### config.mk
export PLATFORM = sky130hd
export DESIGN_NAME = erpm_status_bank
export DESIGN_NICKNAME = d
export VERILOG_FILES = /design/src/hdl/erpm_pkg.sv /design/src/hdl/erpm_counter.sv /design/src/hdl/erpm_status_bank.sv
export SDC_FILE = /design/constraint.sdc
export NUM_CORES = 1
export LEC_CHECK = 0
export BUFFER_PORTS_ARGS = -buffer_cell sky130_fd_sc_hd__buf_4
export CAP_MARGIN = 10
export CORE_MARGIN = 2
export CORE_UTILIZATION = 58
export CTS_BUF_LIST = sky130_fd_sc_hd__clkbuf_4 sky130_fd_sc_hd__clkbuf_8
export DETAILED_ROUTE_END_ITERATION = 8
export GPL_ROUTABILITY_DRIVEN = 0
export GPL_TIMING_DRIVEN = 0
export PLACE_DENSITY = 0.82
export SLEW_MARGIN = 15
export SYNTH_ARGS = -nofsm -noshare
export SYNTH_HDL_FRONTEND = slang
export SYNTH_HIERARCHICAL = 1
export SYNTH_SLANG_ARGS = --single-unit
### constraint.sdc
create_clock -name pclk -period 3.9 [get_ports pclk]
set_clock_uncertainty 0.05 [all_clocks]
set_input_delay 0.195 -clock pclk [delete_from_list [all_inputs] [get_ports pclk]]
set_output_delay 0.195 -clock pclk [all_outputs]
set_load 0.005 [all_outputs]
### src/hdl/erpm_pkg.sv
// constants, register indices and carrier types of the receive monitor status bank
package erpm_pkg;

  // bus geometry
  localparam int ERPM_ADDR_W = 8;
  localparam int ERPM_DATA_W = 32;
  localparam int ERPM_IDX_W  = 6;

  // register indices, byte address is four times the index
  localparam logic [ERPM_IDX_W-1:0] ERPM_IDX_PRBS_ERR  = 6'h10;
  localparam logic [ERPM_IDX_W-1:0] ERPM_IDX_PRBS_MF   = 6'h11;
  localparam logic [ERPM_IDX_W-1:0] ERPM_IDX_ALARM     = 6'h12;
  localparam logic [ERPM_IDX_W-1:0] ERPM_IDX_EFAS      = 6'h13;
  localparam logic [ERPM_IDX_W-1:0] ERPM_IDX_FEBE_HI   = 6'h14;
  localparam logic [ERPM_IDX_W-1:0] ERPM_IDX_FEBE_LO   = 6'h15;
  localparam logic [ERPM_IDX_W-1:0] ERPM_IDX_BPV_HI    = 6'h16;
  localparam logic [ERPM_IDX_W-1:0] ERPM_IDX_BPV_LO    = 6'h17;
  localparam logic [ERPM_IDX_W-1:0] ERPM_IDX_CRC_HI    = 6'h18;
  localparam logic [ERPM_IDX_W-1:0] ERPM_IDX_CRC_LO    = 6'h19;
  localparam logic [ERPM_IDX_W-1:0] ERPM_IDX_SYNC_EV   = 6'h1b;
  localparam logic [ERPM_IDX_W-1:0] ERPM_IDX_IRQ_MASK  = 6'h20;

  // values after reset
  localparam logic [7:0] ERPM_MASK_RESET = 8'hff;
  localparam logic [7:0] ERPM_FLAG_RESET = 8'h00;

  // counter widths
  localparam int ERPM_CNT8_W  = 8;
  localparam int ERPM_CNT10_W = 10;
  localparam int ERPM_CNT16_W = 16;

  // digital loss of signal: run of zero bits
  localparam logic [7:0] ERPM_LOS_ZERO_RUN = 8'hc0;

  // alarm event latch bit positions
  localparam int ERPM_AL_REMOTE = 7;
  localparam int ERPM_AL_ALLONE = 6;
  localparam int ERPM_AL_SLOT16 = 5;
  localparam int ERPM_AL_LOSS   = 4;
  localparam int ERPM_AL_AUXPAT = 3;
  localparam int ERPM_AL_MULTIFRAME_ALARM_FLAG  = 2;
  localparam int ERPM_AL_SLIP   = 1;

  // sync event word bit positions
  localparam int ERPM_IW_FRAME  = 7;
  localparam int ERPM_IW_MF     = 6;
  localparam int ERPM_IW_CRC    = 5;
  localparam int ERPM_IW_ALLONE = 4;
  localparam int ERPM_IW_LOSS   = 3;
  localparam int ERPM_IW_DBLFAS = 2;
  localparam int ERPM_IW_YLOSS  = 1;
  localparam int ERPM_IW_SLIP   = 0;

  // one-cycle event pulses from the receive framer
  typedef struct packed {
    logic prbs_error;
    logic crc_multiframe;
    logic fas_valid;
    logic fas_error;
    logic ebit_error;
    logic line_violation;
    logic crc4_error;
    logic buffer_slip;
  } erpm_rx_pulse_t;

  // condition levels from the receive framer
  typedef struct packed {
    logic remote_alarm;
    logic all_ones;
    logic slot16_all_ones;
    logic aux_pattern;
    logic mf_alarm;
    logic frame_sync;
    logic mf_sync;
    logic crc_sync;
    logic y_loss;
  } erpm_rx_level_t;

endpackage

### src/hdl/erpm_counter.sv
// wrapping event counter with load and clear
`timescale 1ns/1ps
module erpm_counter #(
  parameter int WIDTH = 8
) (
  // clock and reset
  input  wire logic             clk,
  input  wire logic             rst_n,
  // control
  input  wire logic             inc,
  input  wire logic             clr,
  input  wire logic             load,
  input  wire logic [WIDTH-1:0] load_value,
  // state
  output logic      [WIDTH-1:0] count
);

  // clear beats load beats increment; all-ones rolls to zero
  always_ff @(posedge clk or negedge rst_n)
  begin
    if (!rst_n)
    begin
      count <= '0;
    end
    else if (clr)
    begin
      count <= '0;
    end
    else if (load)
    begin
      count <= load_value;
    end
    else if (inc)
    begin
      count <= count + WIDTH'(1);
    end
  end

endmodule

### src/hdl/erpm_status_bank.sv
// receive performance monitor status bank with apb slave
//
// Design decision made here: the APB slave port.
`timescale 1ns/1ps
module erpm_status_bank
  import erpm_pkg::*;
(
  // clock and reset
  input  wire logic                   pclk,
  input  wire logic                   presetn,
  // apb slave
  input  wire logic                   psel,
  input  wire logic                   penable,
  input  wire logic                   pwrite,
  input  wire logic [ERPM_ADDR_W-1:0] paddr,
  input  wire logic [ERPM_DATA_W-1:0] pwdata,
  output logic      [ERPM_DATA_W-1:0] prdata,
  output logic                        pready,
  output logic                        pslverr,
  // receive framer events and conditions, same clock
  input  wire erpm_rx_pulse_t         rx_pulse,
  input  wire erpm_rx_level_t         rx_level,
  // decoded line bits, same clock
  input  wire logic                   line_bit_valid,
  input  wire logic                   line_bit,
  // analog low-level detect pin from the line interface
  input  wire logic                   analog_loss_pin,
  // live loss of signal level
  output logic                        signal_loss
);

  // bus phase decode
  logic                  setup_phase;
  logic                  access_done;
  logic                  wr_done;
  logic                  rd_done;
  logic [ERPM_IDX_W-1:0] idx;
  logic                  addr_ok;

  // counters
  logic [ERPM_CNT8_W-1:0]  pattern_error_tally;
  logic [ERPM_CNT8_W-1:0]  prbs_multiframe_count;
  logic [ERPM_CNT8_W-1:0]  errored_framing_count;
  logic [ERPM_CNT10_W-1:0] far_end_error_count;
  logic [ERPM_CNT16_W-1:0] line_violation_count;
  logic [ERPM_CNT10_W-1:0] checksum_error_total;

  // flag registers and mask
  logic [7:0] alarm_event_latch;
  logic [7:0] sync_event_flags;
  logic [7:0] irq_mask;
  logic [7:0] alarm_event;
  logic [7:0] sync_event;
  logic [7:0] alarm_clr;
  logic [7:0] sync_clr;

  // loss of signal detection
  logic       analog_meta;
  logic       analog_sync;
  logic [7:0] zero_run;
  logic       digital_loss;

  // condition history for change detection
  erpm_rx_level_t level_q;
  logic           last_fas_errored;

  // read mux result
  logic [7:0] next_rdata;
  logic       next_err;

  assign setup_phase = psel && !penable;
  assign access_done = psel && penable && pready;
  assign wr_done     = access_done && pwrite;
  assign rd_done     = access_done && !pwrite;
  assign idx         = paddr[ERPM_ADDR_W-1:2];

  // only word-aligned known indices are mapped; 0x1a is a hole
  always_comb
  begin
    addr_ok = 1'b0;
    if (paddr[1:0] != 2'h0)
    begin
      addr_ok = 1'b0;
    end
    else if (idx >= ERPM_IDX_PRBS_ERR && idx <= ERPM_IDX_CRC_LO)
    begin
      addr_ok = 1'b1;
    end
    else if (idx == ERPM_IDX_SYNC_EV || idx == ERPM_IDX_IRQ_MASK)
    begin
      addr_ok = 1'b1;
    end
  end

  // read data selection; unused bits stay zero
  always_comb
  begin
    next_rdata = 8'h00;
    next_err   = !addr_ok;
    if (idx == ERPM_IDX_PRBS_ERR)
    begin
      next_rdata = pattern_error_tally;
    end
    else if (idx == ERPM_IDX_PRBS_MF)
    begin
      next_rdata = prbs_multiframe_count;
    end
    else if (idx == ERPM_IDX_ALARM)
    begin
      next_rdata = alarm_event_latch;
    end
    else if (idx == ERPM_IDX_EFAS)
    begin
      next_rdata = errored_framing_count;
    end
    else if (idx == ERPM_IDX_FEBE_HI)
    begin
      next_rdata = {6'h00, far_end_error_count[9:8]};
    end
    else if (idx == ERPM_IDX_FEBE_LO)
    begin
      next_rdata = far_end_error_count[7:0];
    end
    else if (idx == ERPM_IDX_BPV_HI)
    begin
      next_rdata = line_violation_count[15:8];
    end
    else if (idx == ERPM_IDX_BPV_LO)
    begin
      next_rdata = line_violation_count[7:0];
    end
    else if (idx == ERPM_IDX_CRC_HI)
    begin
      next_rdata = {6'h00, checksum_error_total[9:8]};
    end
    else if (idx == ERPM_IDX_CRC_LO)
    begin
      next_rdata = checksum_error_total[7:0];
    end
    else if (idx == ERPM_IDX_SYNC_EV)
    begin
      next_rdata = sync_event_flags;
    end
    else
    begin
      next_rdata = irq_mask;
    end
  end

  // no wait state: data sampled at setup, ready in the access cycle
  always_ff @(posedge pclk or negedge presetn)
  begin
    if (!presetn)
    begin
      prdata  <= '0;
      pready  <= 1'b0;
      pslverr <= 1'b0;
    end
    else if (setup_phase)
    begin
      prdata  <= {24'h000000, addr_ok ? next_rdata : 8'h00};
      pready  <= 1'b1;
      pslverr <= next_err;
    end
    else if (access_done)
    begin
      pready  <= 1'b0;
      pslverr <= 1'b0;
    end
  end

  // mask register; a one lets the event through
  always_ff @(posedge pclk or negedge presetn)
  begin
    if (!presetn)
    begin
      irq_mask <= ERPM_MASK_RESET;
    end
    else if (wr_done && addr_ok && idx == ERPM_IDX_IRQ_MASK)
    begin
      irq_mask <= pwdata[7:0];
    end
  end

  // analog pin is asynchronous: two-flop synchroniser, then the registered loss level
  always_ff @(posedge pclk or negedge presetn)
  begin
    if (!presetn)
    begin
      analog_meta <= 1'b0;
      analog_sync <= 1'b0;
      signal_loss <= 1'b0;
    end
    else
    begin
      analog_meta <= analog_loss_pin;
      analog_sync <= analog_meta;
      signal_loss <= analog_sync || digital_loss;
    end
  end

  // zero run length; any one restarts it, saturates at the threshold
  always_ff @(posedge pclk or negedge presetn)
  begin
    if (!presetn)
    begin
      zero_run <= 8'h00;
    end
    else if (line_bit_valid && line_bit)
    begin
      zero_run <= 8'h00;
    end
    else if (line_bit_valid && !digital_loss)
    begin
      zero_run <= zero_run + 8'h01;
    end
  end

  assign digital_loss = (zero_run == ERPM_LOS_ZERO_RUN);

  // framer history: last levels for two-way change detect, last alignment word state
  always_ff @(posedge pclk or negedge presetn)
  begin
    if (!presetn)
    begin
      level_q          <= '0;
      last_fas_errored <= 1'b0;
    end
    else
    begin
      level_q <= rx_level;
      if (rx_pulse.fas_valid)
      begin
        last_fas_errored <= rx_pulse.fas_error;
      end
    end
  end

  // alarm latch set terms; levels keep re-setting while present
  always_comb
  begin
    alarm_event                 = 8'h00;
    alarm_event[ERPM_AL_REMOTE] = rx_level.remote_alarm;
    alarm_event[ERPM_AL_ALLONE] = rx_level.all_ones;
    alarm_event[ERPM_AL_SLOT16] = rx_level.slot16_all_ones;
    alarm_event[ERPM_AL_LOSS]   = digital_loss;
    alarm_event[ERPM_AL_AUXPAT] = rx_level.aux_pattern;
    alarm_event[ERPM_AL_MULTIFRAME_ALARM_FLAG]  = rx_level.mf_alarm;
    alarm_event[ERPM_AL_SLIP]   = rx_pulse.buffer_slip;
  end

  // sync event word set terms
  always_comb
  begin
    sync_event                 = 8'h00;
    sync_event[ERPM_IW_FRAME]  = rx_level.frame_sync ^ level_q.frame_sync;
    sync_event[ERPM_IW_MF]     = rx_level.mf_sync ^ level_q.mf_sync;
    sync_event[ERPM_IW_CRC]    = rx_level.crc_sync ^ level_q.crc_sync;
    sync_event[ERPM_IW_ALLONE] = rx_level.all_ones ^ level_q.all_ones;
    sync_event[ERPM_IW_LOSS]   = analog_sync || digital_loss;
    sync_event[ERPM_IW_DBLFAS] = rx_pulse.fas_valid && rx_pulse.fas_error
                                 && last_fas_errored;
    sync_event[ERPM_IW_YLOSS]  = rx_level.y_loss ^ level_q.y_loss;
    sync_event[ERPM_IW_SLIP]   = rx_pulse.buffer_slip;
  end

  // clear only what the host actually saw, so late events survive the read
  assign alarm_clr = (rd_done && addr_ok && idx == ERPM_IDX_ALARM) ? prdata[7:0] : 8'h00;
  assign sync_clr  = (rd_done && addr_ok && idx == ERPM_IDX_SYNC_EV) ? prdata[7:0] : 8'h00;

  // sticky flags, set beats clear; masked sync events are dropped, not kept
  always_ff @(posedge pclk or negedge presetn)
  begin
    if (!presetn)
    begin
      alarm_event_latch <= ERPM_FLAG_RESET;
      sync_event_flags  <= ERPM_FLAG_RESET;
    end
    else
    begin
      alarm_event_latch <= ((alarm_event_latch & ~alarm_clr) | alarm_event) & 8'hfe;
      sync_event_flags  <= (sync_event_flags & ~sync_clr) | (sync_event & irq_mask);
    end
  end

  // prbs error tally, host write loads it
  erpm_counter #(
    .WIDTH (ERPM_CNT8_W)
  ) u_prbs_err (
    .clk        (pclk),
    .rst_n      (presetn),
    .inc        (rx_pulse.prbs_error),
    .clr        (1'b0),
    .load       (wr_done && addr_ok && idx == ERPM_IDX_PRBS_ERR),
    .load_value (pwdata[7:0]),
    .count      (pattern_error_tally)
  );

  // multiframe companion; a write to the tally wins over a multiframe
  erpm_counter #(
    .WIDTH (ERPM_CNT8_W)
  ) u_prbs_mf (
    .clk        (pclk),
    .rst_n      (presetn),
    .inc        (rx_pulse.crc_multiframe),
    .clr        (wr_done && addr_ok && idx == ERPM_IDX_PRBS_ERR),
    .load       (1'b0),
    .load_value ('0),
    .count      (prbs_multiframe_count)
  );

  // read-only counters: no host write, wrap at all ones; split bytes are not
  // snapshotted, so a carry may land between the high and the low read
  always_ff @(posedge pclk or negedge presetn)
  begin
    if (!presetn)
    begin
      errored_framing_count <= '0;
      far_end_error_count   <= '0;
      line_violation_count  <= '0;
      checksum_error_total  <= '0;
    end
    else
    begin
      if (rx_pulse.fas_valid && rx_pulse.fas_error)
      begin
        errored_framing_count <= errored_framing_count + 8'h01;
      end
      if (rx_pulse.ebit_error)
      begin
        far_end_error_count <= far_end_error_count + 10'h001;
      end
      if (rx_pulse.line_violation)
      begin
        line_violation_count <= line_violation_count + 16'h0001;
      end
      if (rx_pulse.crc4_error)
      begin
        checksum_error_total <= checksum_error_total + 10'h001;
      end
    end
  end

endmodule

==> run_results.csv, run 1 <==
group,metric,value,unit
worst_setup_path,reg2regPathDepth,5,
route,dr.first_iter.drc_count,567,
route,num_vias,5338,
synth,ys_warn_count,6,
worst_setup_path,setup.worst_path.class,"primary input to register",
route,vias_per_cell,6.00,
route,wl_per_cell,17.5,um
pwr,combPwrFrac,19.0,%
timing,max-slew-margin-rel,33.5,%
finish,area_growth,18.4,%
pwr,swShare,30.8,%
pwr,p_leak,0.00318,uW
pwr,switchingPower,864,uW
route,drt-total-wl,15.6,mm
timing,final_max_slew_viol_count,0,
place,dp_slack,1.19,ns
worst_setup_path,arrival,2.57,ns
pwr,power_density,389,nW/um^2
finish,final_common_cell,"dfrtp_1",
synth,ys_seq_area_share,45.3,%
clock_tree,cts_setup_buffers,0,
synth,synth_edf_count,0,
pwr,clock_power_share,27.0,%
synth,synth_top_area_share,41.8,%
synth,yosysUniqueCellTypes,59,
global_route,grt_first_pass_wirelength,25.1,mm
min_path,hold_end,"irq_mask[7]$_DFFE_PN1P_",
route,ant_nets,0,
synth,synth_area_leaders,"dfrtp_1 42%, xnor2_1 4.5%, nand2_1 3.9%",
floorplanning,io_pins,100,
floorplanning,core,10300,um^2
floorplanning,fp.dieH,107,um
pwr,p_int,1950,uW
finish,fin_nets,822,
place,dp_hpwl,11.3,mm
global_route,grt_pass1_vias,5175,
timing,finalCritPeriodShare,60.0,%
route,drc,0,
clock_tree,clk_path_buf_depth,2,
timing,finalCriticalPeriod,2.34,ns
worst_setup_path,worstPathCellList,"buf_2, nor4b_1, o21ai_0, a211oi_2, buf_2, nand3_1, nor2_1, inv_1, clkbuf_1, a211oi_1",
global_route,track_usage,28.3,%
floorplanning,rows,37,
timing,finalWorstSetupSlack,1.56,ns
worst_setup_path,worst-path-buf-inv,4,
timing,tns,0,ns
worst_setup_path,start_kind,"primary input",
synth,avgSynthCellArea,9.67,um^2
worst_setup_path,crit_top_cell,"buf_2",
synth,synth_top_area_cell,"dfrtp_1",
worst_setup_path,worstPathRequired,4.13,ns
synth,synthFlopType,"dfrtp_1",
finish,antenna_cells,0,
floorplanning,start_util,59.4,%
status,run_status,"finished clean",
global_route,antenna_found_initial,0,
place,io_buffers,48,
clock_tree,clockRootBuffer,"clkbuf_8",
timing,worst_pin_slew,0.997,ns
worst_setup_path,r2r_start,"pready$_DFFE_PN0P_",
clock_tree,cts_max_level,3,
clock_tree,cts_inserted_buffers,9,
synth,synth-seq-cells,110,
worst_setup_path,cpLargestDelayFamily,"buffers and inverters",
global_route,grt_max_degree,111,
worst_setup_path,reg2reg_slack,1.90,ns
floorplanning,die_area,11400,um^2
timing,final_hold_viol_count,0,
worst_setup_path,slowest_delay,0.32,ns
clock_tree,clkSinkCount,110,
min_path,min_path_cells,2,
clock_tree,cts_tree,"yes",
synth,synth_area,6100,um^2
min_path,hp-start,"pwdata[7]",
worst_setup_path,cpMaxStageDelayCell,"a211oi_1",
worst_setup_path,worstReg2RegEnd,"sync_event_flags[2]$_DFF_PN0_",
job,max-cap-violations,0,
worst_setup_path,end_kind,"register",
global_route,overflow,0,
timing,rsz0062_at_grt,"false",
finish,mostFrequentLayoutCells,"102 x dfrtp_1, 73 x buf_4, 63 x nand2_1",
synth,synth_cells,631,
worst_setup_path,critical_path.max_fanout,10,
synth,postSynth.asyncResetShare,100,%
min_path,hp-class,"primary input to register",
floorplanning,dieWidth,107,um
pwr,peakVddDrop,0.000322,V
clock_tree,clk_pin_slew_worst_paths,0.11,ns
timing,max_freq,427,MHz
finish,drive_above_1_share,17.6,%
clock_tree,post_cts_resized,0,
route,dr.pass1.iters,5,
timing,setup_viol,0,
pwr,p_seq_share,54.0,%
clock_tree,clkLatencyLatePin,0.39,ns
[cell usage after synthesis, types with 10 or more instances]
cell and number:
a211oi_1 12, a21oi_1 26, a31oi_1 10, and3_1 12, buf_2 13, buf_4 26
clkbuf_1 11, dfrtp_1 102, inv_1 14, mux2_2 14, mux2i_1 17, nand2_1 63
nand2b_1 15, nand3_1 23, nand4_1 20, nor2_1 40, o21ai_0 36, xnor2_1 31
xor2_1 23
[cells by family after synthesis]
logic type               Yosys count  share of synthesized area [%]
flip-flops                       110                           45.3
other                              1                         0.0615
AND/OR/NAND/NOR                  211                           17.8
adder cells (fa/ha/maj)            8                           1.64
buffers and inverters             66                           5.93
XOR/XNOR                          54                           7.75
AO/OA/AOI/OAI                    150                           16.2
multiplexers                      31                           5.37
[cell type report]
class	count	area, um^2
Sequential cell	110	2760
Tap cell	136	170
Buffer	52	309
Fill cell	809	3050
Multi-Input combinational cell	490	3110
Inverter	14	52.6
Timing Repair Buffer	72	604
Clock buffer	10	131
Clock inverter	6	86.3
[state kept, by name (all words and copies together), names as in the netlist, 5 cells and up]
| name | count |
|---|---|
| prdata | 8 |
| irq_mask | 8 |
| line_violation_count | 16 |
| u_prbs_err/count | 8 |
| alarm_event_latch | 7 |
| errored_framing_count | 8 |
| u_prbs_mf/count | 8 |
| sync_event_flags | 8 |
| far_end_error_count | 10 |
| level_q | 5 |
| zero_run | 8 |
| checksum_error_total | 10 |
[metal layers]
layer  vias to the layer above  part of all wire [%]  routed length, um  global-route usage (%)
li1                       2448                     -                  -                       -
met1                      2589                    42               6550                    37.9
met2                       269                    47               7300                    44.7
met3                        32                   8.6               1340                    7.48
met4                         0                   2.4                367                    9.93
met5                         -                     0                  0                       0
[power by group through the flow]
stage               registers [uW]  clock network (uW)  logic [uW]
detailed placement            1530                   0         511
floorplan                     1470                   0         365
CTS                           1510                 766         529
finish                        1520                 758         533
global route                  1540                 811         595
global placement              1520                   0         475
[worst max-delay path by stage]
| stage | start | to | slack, ns | cells after the start |
|---|---|---|---|---|
| finish | paddr[5] | u_prbs_err/count[2]$_DFFE_PN0P_ | 1.56 | 10 |
| global route | paddr[5] | u_prbs_err/count[2]$_DFFE_PN0P_ | 1.40 | 10 |
| CTS | paddr[5] | u_prbs_err/count[2]$_DFFE_PN0P_ | 1.58 | 10 |
| detailed placement | paddr[5] | u_prbs_err/count[2]$_DFFE_PN0P_ | 1.19 | 10 |
| global placement | paddr[5] | u_prbs_err/count[7]$_DFFE_PN0P_ | 1.32 | 10 |
| floorplan | paddr[5] | u_prbs_err/count[5]$_DFFE_PN0P_ | 1.84 | 10 |
[through the flow]
step / area, um^2 / util (%) / hold WS (ns) / total power (uW) / instances
after floorplan: 6230 / - / -0.151 / 1830 / 666
after global placement: 6760 / 65.8 / 0.254 / 2000 / 850
after detailed placement: 6770 / 65.8 / 0.256 / 2040 / 850
after CTS: 7220 / 70.3 / 0.000313 / 2810 / 890
after global routing: 7220 / 70.3 / 0.00419 / 2950 / 890
final: 7220 / 70.3 / 0.0120 / 2810 / 890
[what timing repair did]
item                                   4_1_cts  5_1_grt
hold buffers                                24        0
endpoints found under the hold margin      126        0
setup endpoints to repair                    0        0
Note: power is estimated with default switching activity, not from simulation.
==> inputs of run 2 (changes only) <==
==> constraint.sdc (replaced) <==
create_clock -name pclk -period 2.36 [get_ports pclk]
set_clock_uncertainty 0.05 [all_clocks]
set_input_delay 0.118 -clock pclk [delete_from_list [all_inputs] [get_ports pclk]]
set_output_delay 0.118 -clock pclk [all_outputs]
set_load 0.005 [all_outputs]
==> run_results.csv, run 2 (synthesis gave the netlist of run 1 again) <==
group,metric,value,unit
clock_tree,cts_inserted_buffers,9,
timing,finalCriticalPeriod,2.19,ns
clock_tree,clockRootBuffer,"clkbuf_8",
route,wl_per_cell,17.5,um
clock_tree,clkLatencyLatePin,0.39,ns
clock_tree,clk_pin_slew_worst_paths,0.11,ns
place,placed_cells,850,
global_route,grt_max_degree,111,
route,dr.first_iter.drc_count,671,
floorplanning,io_pins,100,
pwr,power_density,639,nW/um^2
worst_setup_path,setup.worst_path.class,"primary input to register",
place,dp_hpwl,11.3,mm
job,max-cap-violations,0,
worst_setup_path,worstPathRequired,2.59,ns
timing,final_hold_viol_count,0,
route,drc,0,
finish,final_util,70.7,%
timing,max_freq,456,MHz
finish,largest_reg_flops,16,
clock_tree,cts_setup_buffers,0,
timing,max-slew-margin-rel,34.5,%
pwr,p_total,4650,uW
global_route,grt_pass1_vias,5177,
timing,finalCritPeriodShare,92.9,%
finish,reg_top3,"line_violation_count x16, checksum_error_total x10, far_end_error_count x10",
place,io_buffers,48,
route,dr.pass1.iters,5,
worst_setup_path,end_kind,"register",
clock_tree,clk_path_buf_depth,2,
status,run_status,"finished clean",
route,ant_nets,0,
finish,top_register,"line_violation_count",
route,drt-total-wl,15.7,mm
floorplanning,dieWidth,107,um
floorplanning,die_area,11400,um^2
pwr,peakVddDrop,0.000532,V
floorplanning,start_util,59.4,%
global_route,grt_first_pass_wirelength,25.1,mm
finish,mostFrequentLayoutCells,"102 x dfrtp_1, 73 x buf_4, 63 x nand2_1",
clock_tree,cts_max_level,3,
worst_setup_path,arrival,2.42,ns
timing,setup_viol,0,
clock_tree,cts_tree,"yes",
finish,finalNonFillerCells,894,
min_path,hp-class,"primary input to register",
finish,fin_nets,826,
timing,rsz0062_at_grt,"false",
global_route,antenna_found_initial,0,
floorplanning,core,10300,um^2
pwr,p_leak,0.00319,uW
finish,drive_above_1_share,17.7,%
global_route,track_usage,28.3,%
finish,area_growth,19.1,%
global_route,overflow,0,
timing,final_max_slew_viol_count,0,
finish,final_area,7270,um^2
place,dpl_cell_area,6770,um^2
worst_setup_path,critical_path.max_fanout,10,
route,num_vias,5363,
clock_tree,clkSinkCount,110,
floorplanning,fp.dieH,107,um
finish,antenna_cells,0,
worst_setup_path,start_kind,"primary input",
route,vias_per_cell,6.00,
floorplanning,rows,37,
finish,final_common_cell,"dfrtp_1",
timing,worst_pin_slew,0.983,ns
-- run 2: cell types whose count changed in the layout (fill, tap and decap cells not counted), sizes merged --
| cell | previous run | this run |
|---|---|---|
| dlygate4sd3 | 24 | 28 |
-- run 2: cell type report --
| cell class | instances | area [um^2] |
|---|---|---|
| multi-input combinational | 490 | 3110 |
| fill | 803 | 3010 |
| sequential | 110 | 2760 |
| timing repair buffer | 76 | 644 |
| buffer | 52 | 309 |
| tap | 136 | 170 |
| clock buffer | 10 | 131 |
| clock inverter | 6 | 86.3 |
| inverter | 14 | 52.6 |
-- run 2: what timing repair did --
action | in CTS | in global routing
endpoints found under the hold margin | 145 | 0
endpoints found under the setup margin | 0 | 4
gates resized for setup | 0 | 1
hold buffers | 28 | 0
-- run 2: stage by stage --
step	setup slack (ns)	hold WS, ns	setup TNS [ns]
floorplan	0.379	-0.228	0
global placement	-0.143	0.177	-0.782
detailed placement	-0.271	0.179	-1.56
CTS	0.114	0.00436	0
global route	0.0286	0.0131	0
finish	0.167	0.0137	0
-- run 2: metal layers --
layer / GRT usage [%] / wire (um) / vias to the layer above
met5: 0 / 0 / -
met4: 9.74 / 344 / 0
met3: 7.73 / 1330 / 27
met2: 44.5 / 7390 / 262
met1: 37.8 / 6590 / 2622
li1: - / - / 2452
-- run 2: critical path: stages --
cell and delay, ns:
buf_2 0.16, nor4b_1 0.30, o21ai_0 0.15, a211oi_2 0.29
buf_2 0.31, nand3_1 0.13, nor2_2 0.21, inv_1 0.14
clkbuf_1 0.26, a311oi_1 0.34
-- run 2: report_power, final --
part | leakage, uW | switching [uW] | internal (uW)
clock network | 0.000110 | 644 | 608
logic | 0.00171 | 428 | 459
registers | 0.00137 | 355 | 2150
total | 0.00319 | 1430 | 3220
-- run 2: final timing paths --
path                                                  endpoint  cells after the start                   from  slack, ns
setup / recovery               u_prbs_err/count[6]$_DFFE_PN0P_                     10               paddr[5]       0.17
hold / removal                  u_prbs_mf/count[0]$_DFFE_PN0P_                      4            rx_pulse[6]       0.01
setup reg to reg                 sync_event_flags[6]$_DFF_PN0_                      5     pready$_DFFE_PN0P_       0.37
hold reg to reg                          analog_sync$_DFF_PN0_                      0  analog_meta$_DFF_PN0_       0.32
max in group asynchronous  line_violation_count[1]$_DFFE_PN0P_                      2                presetn       1.22
min in group asynchronous                analog_meta$_DFF_PN0_                      2                presetn       0.38
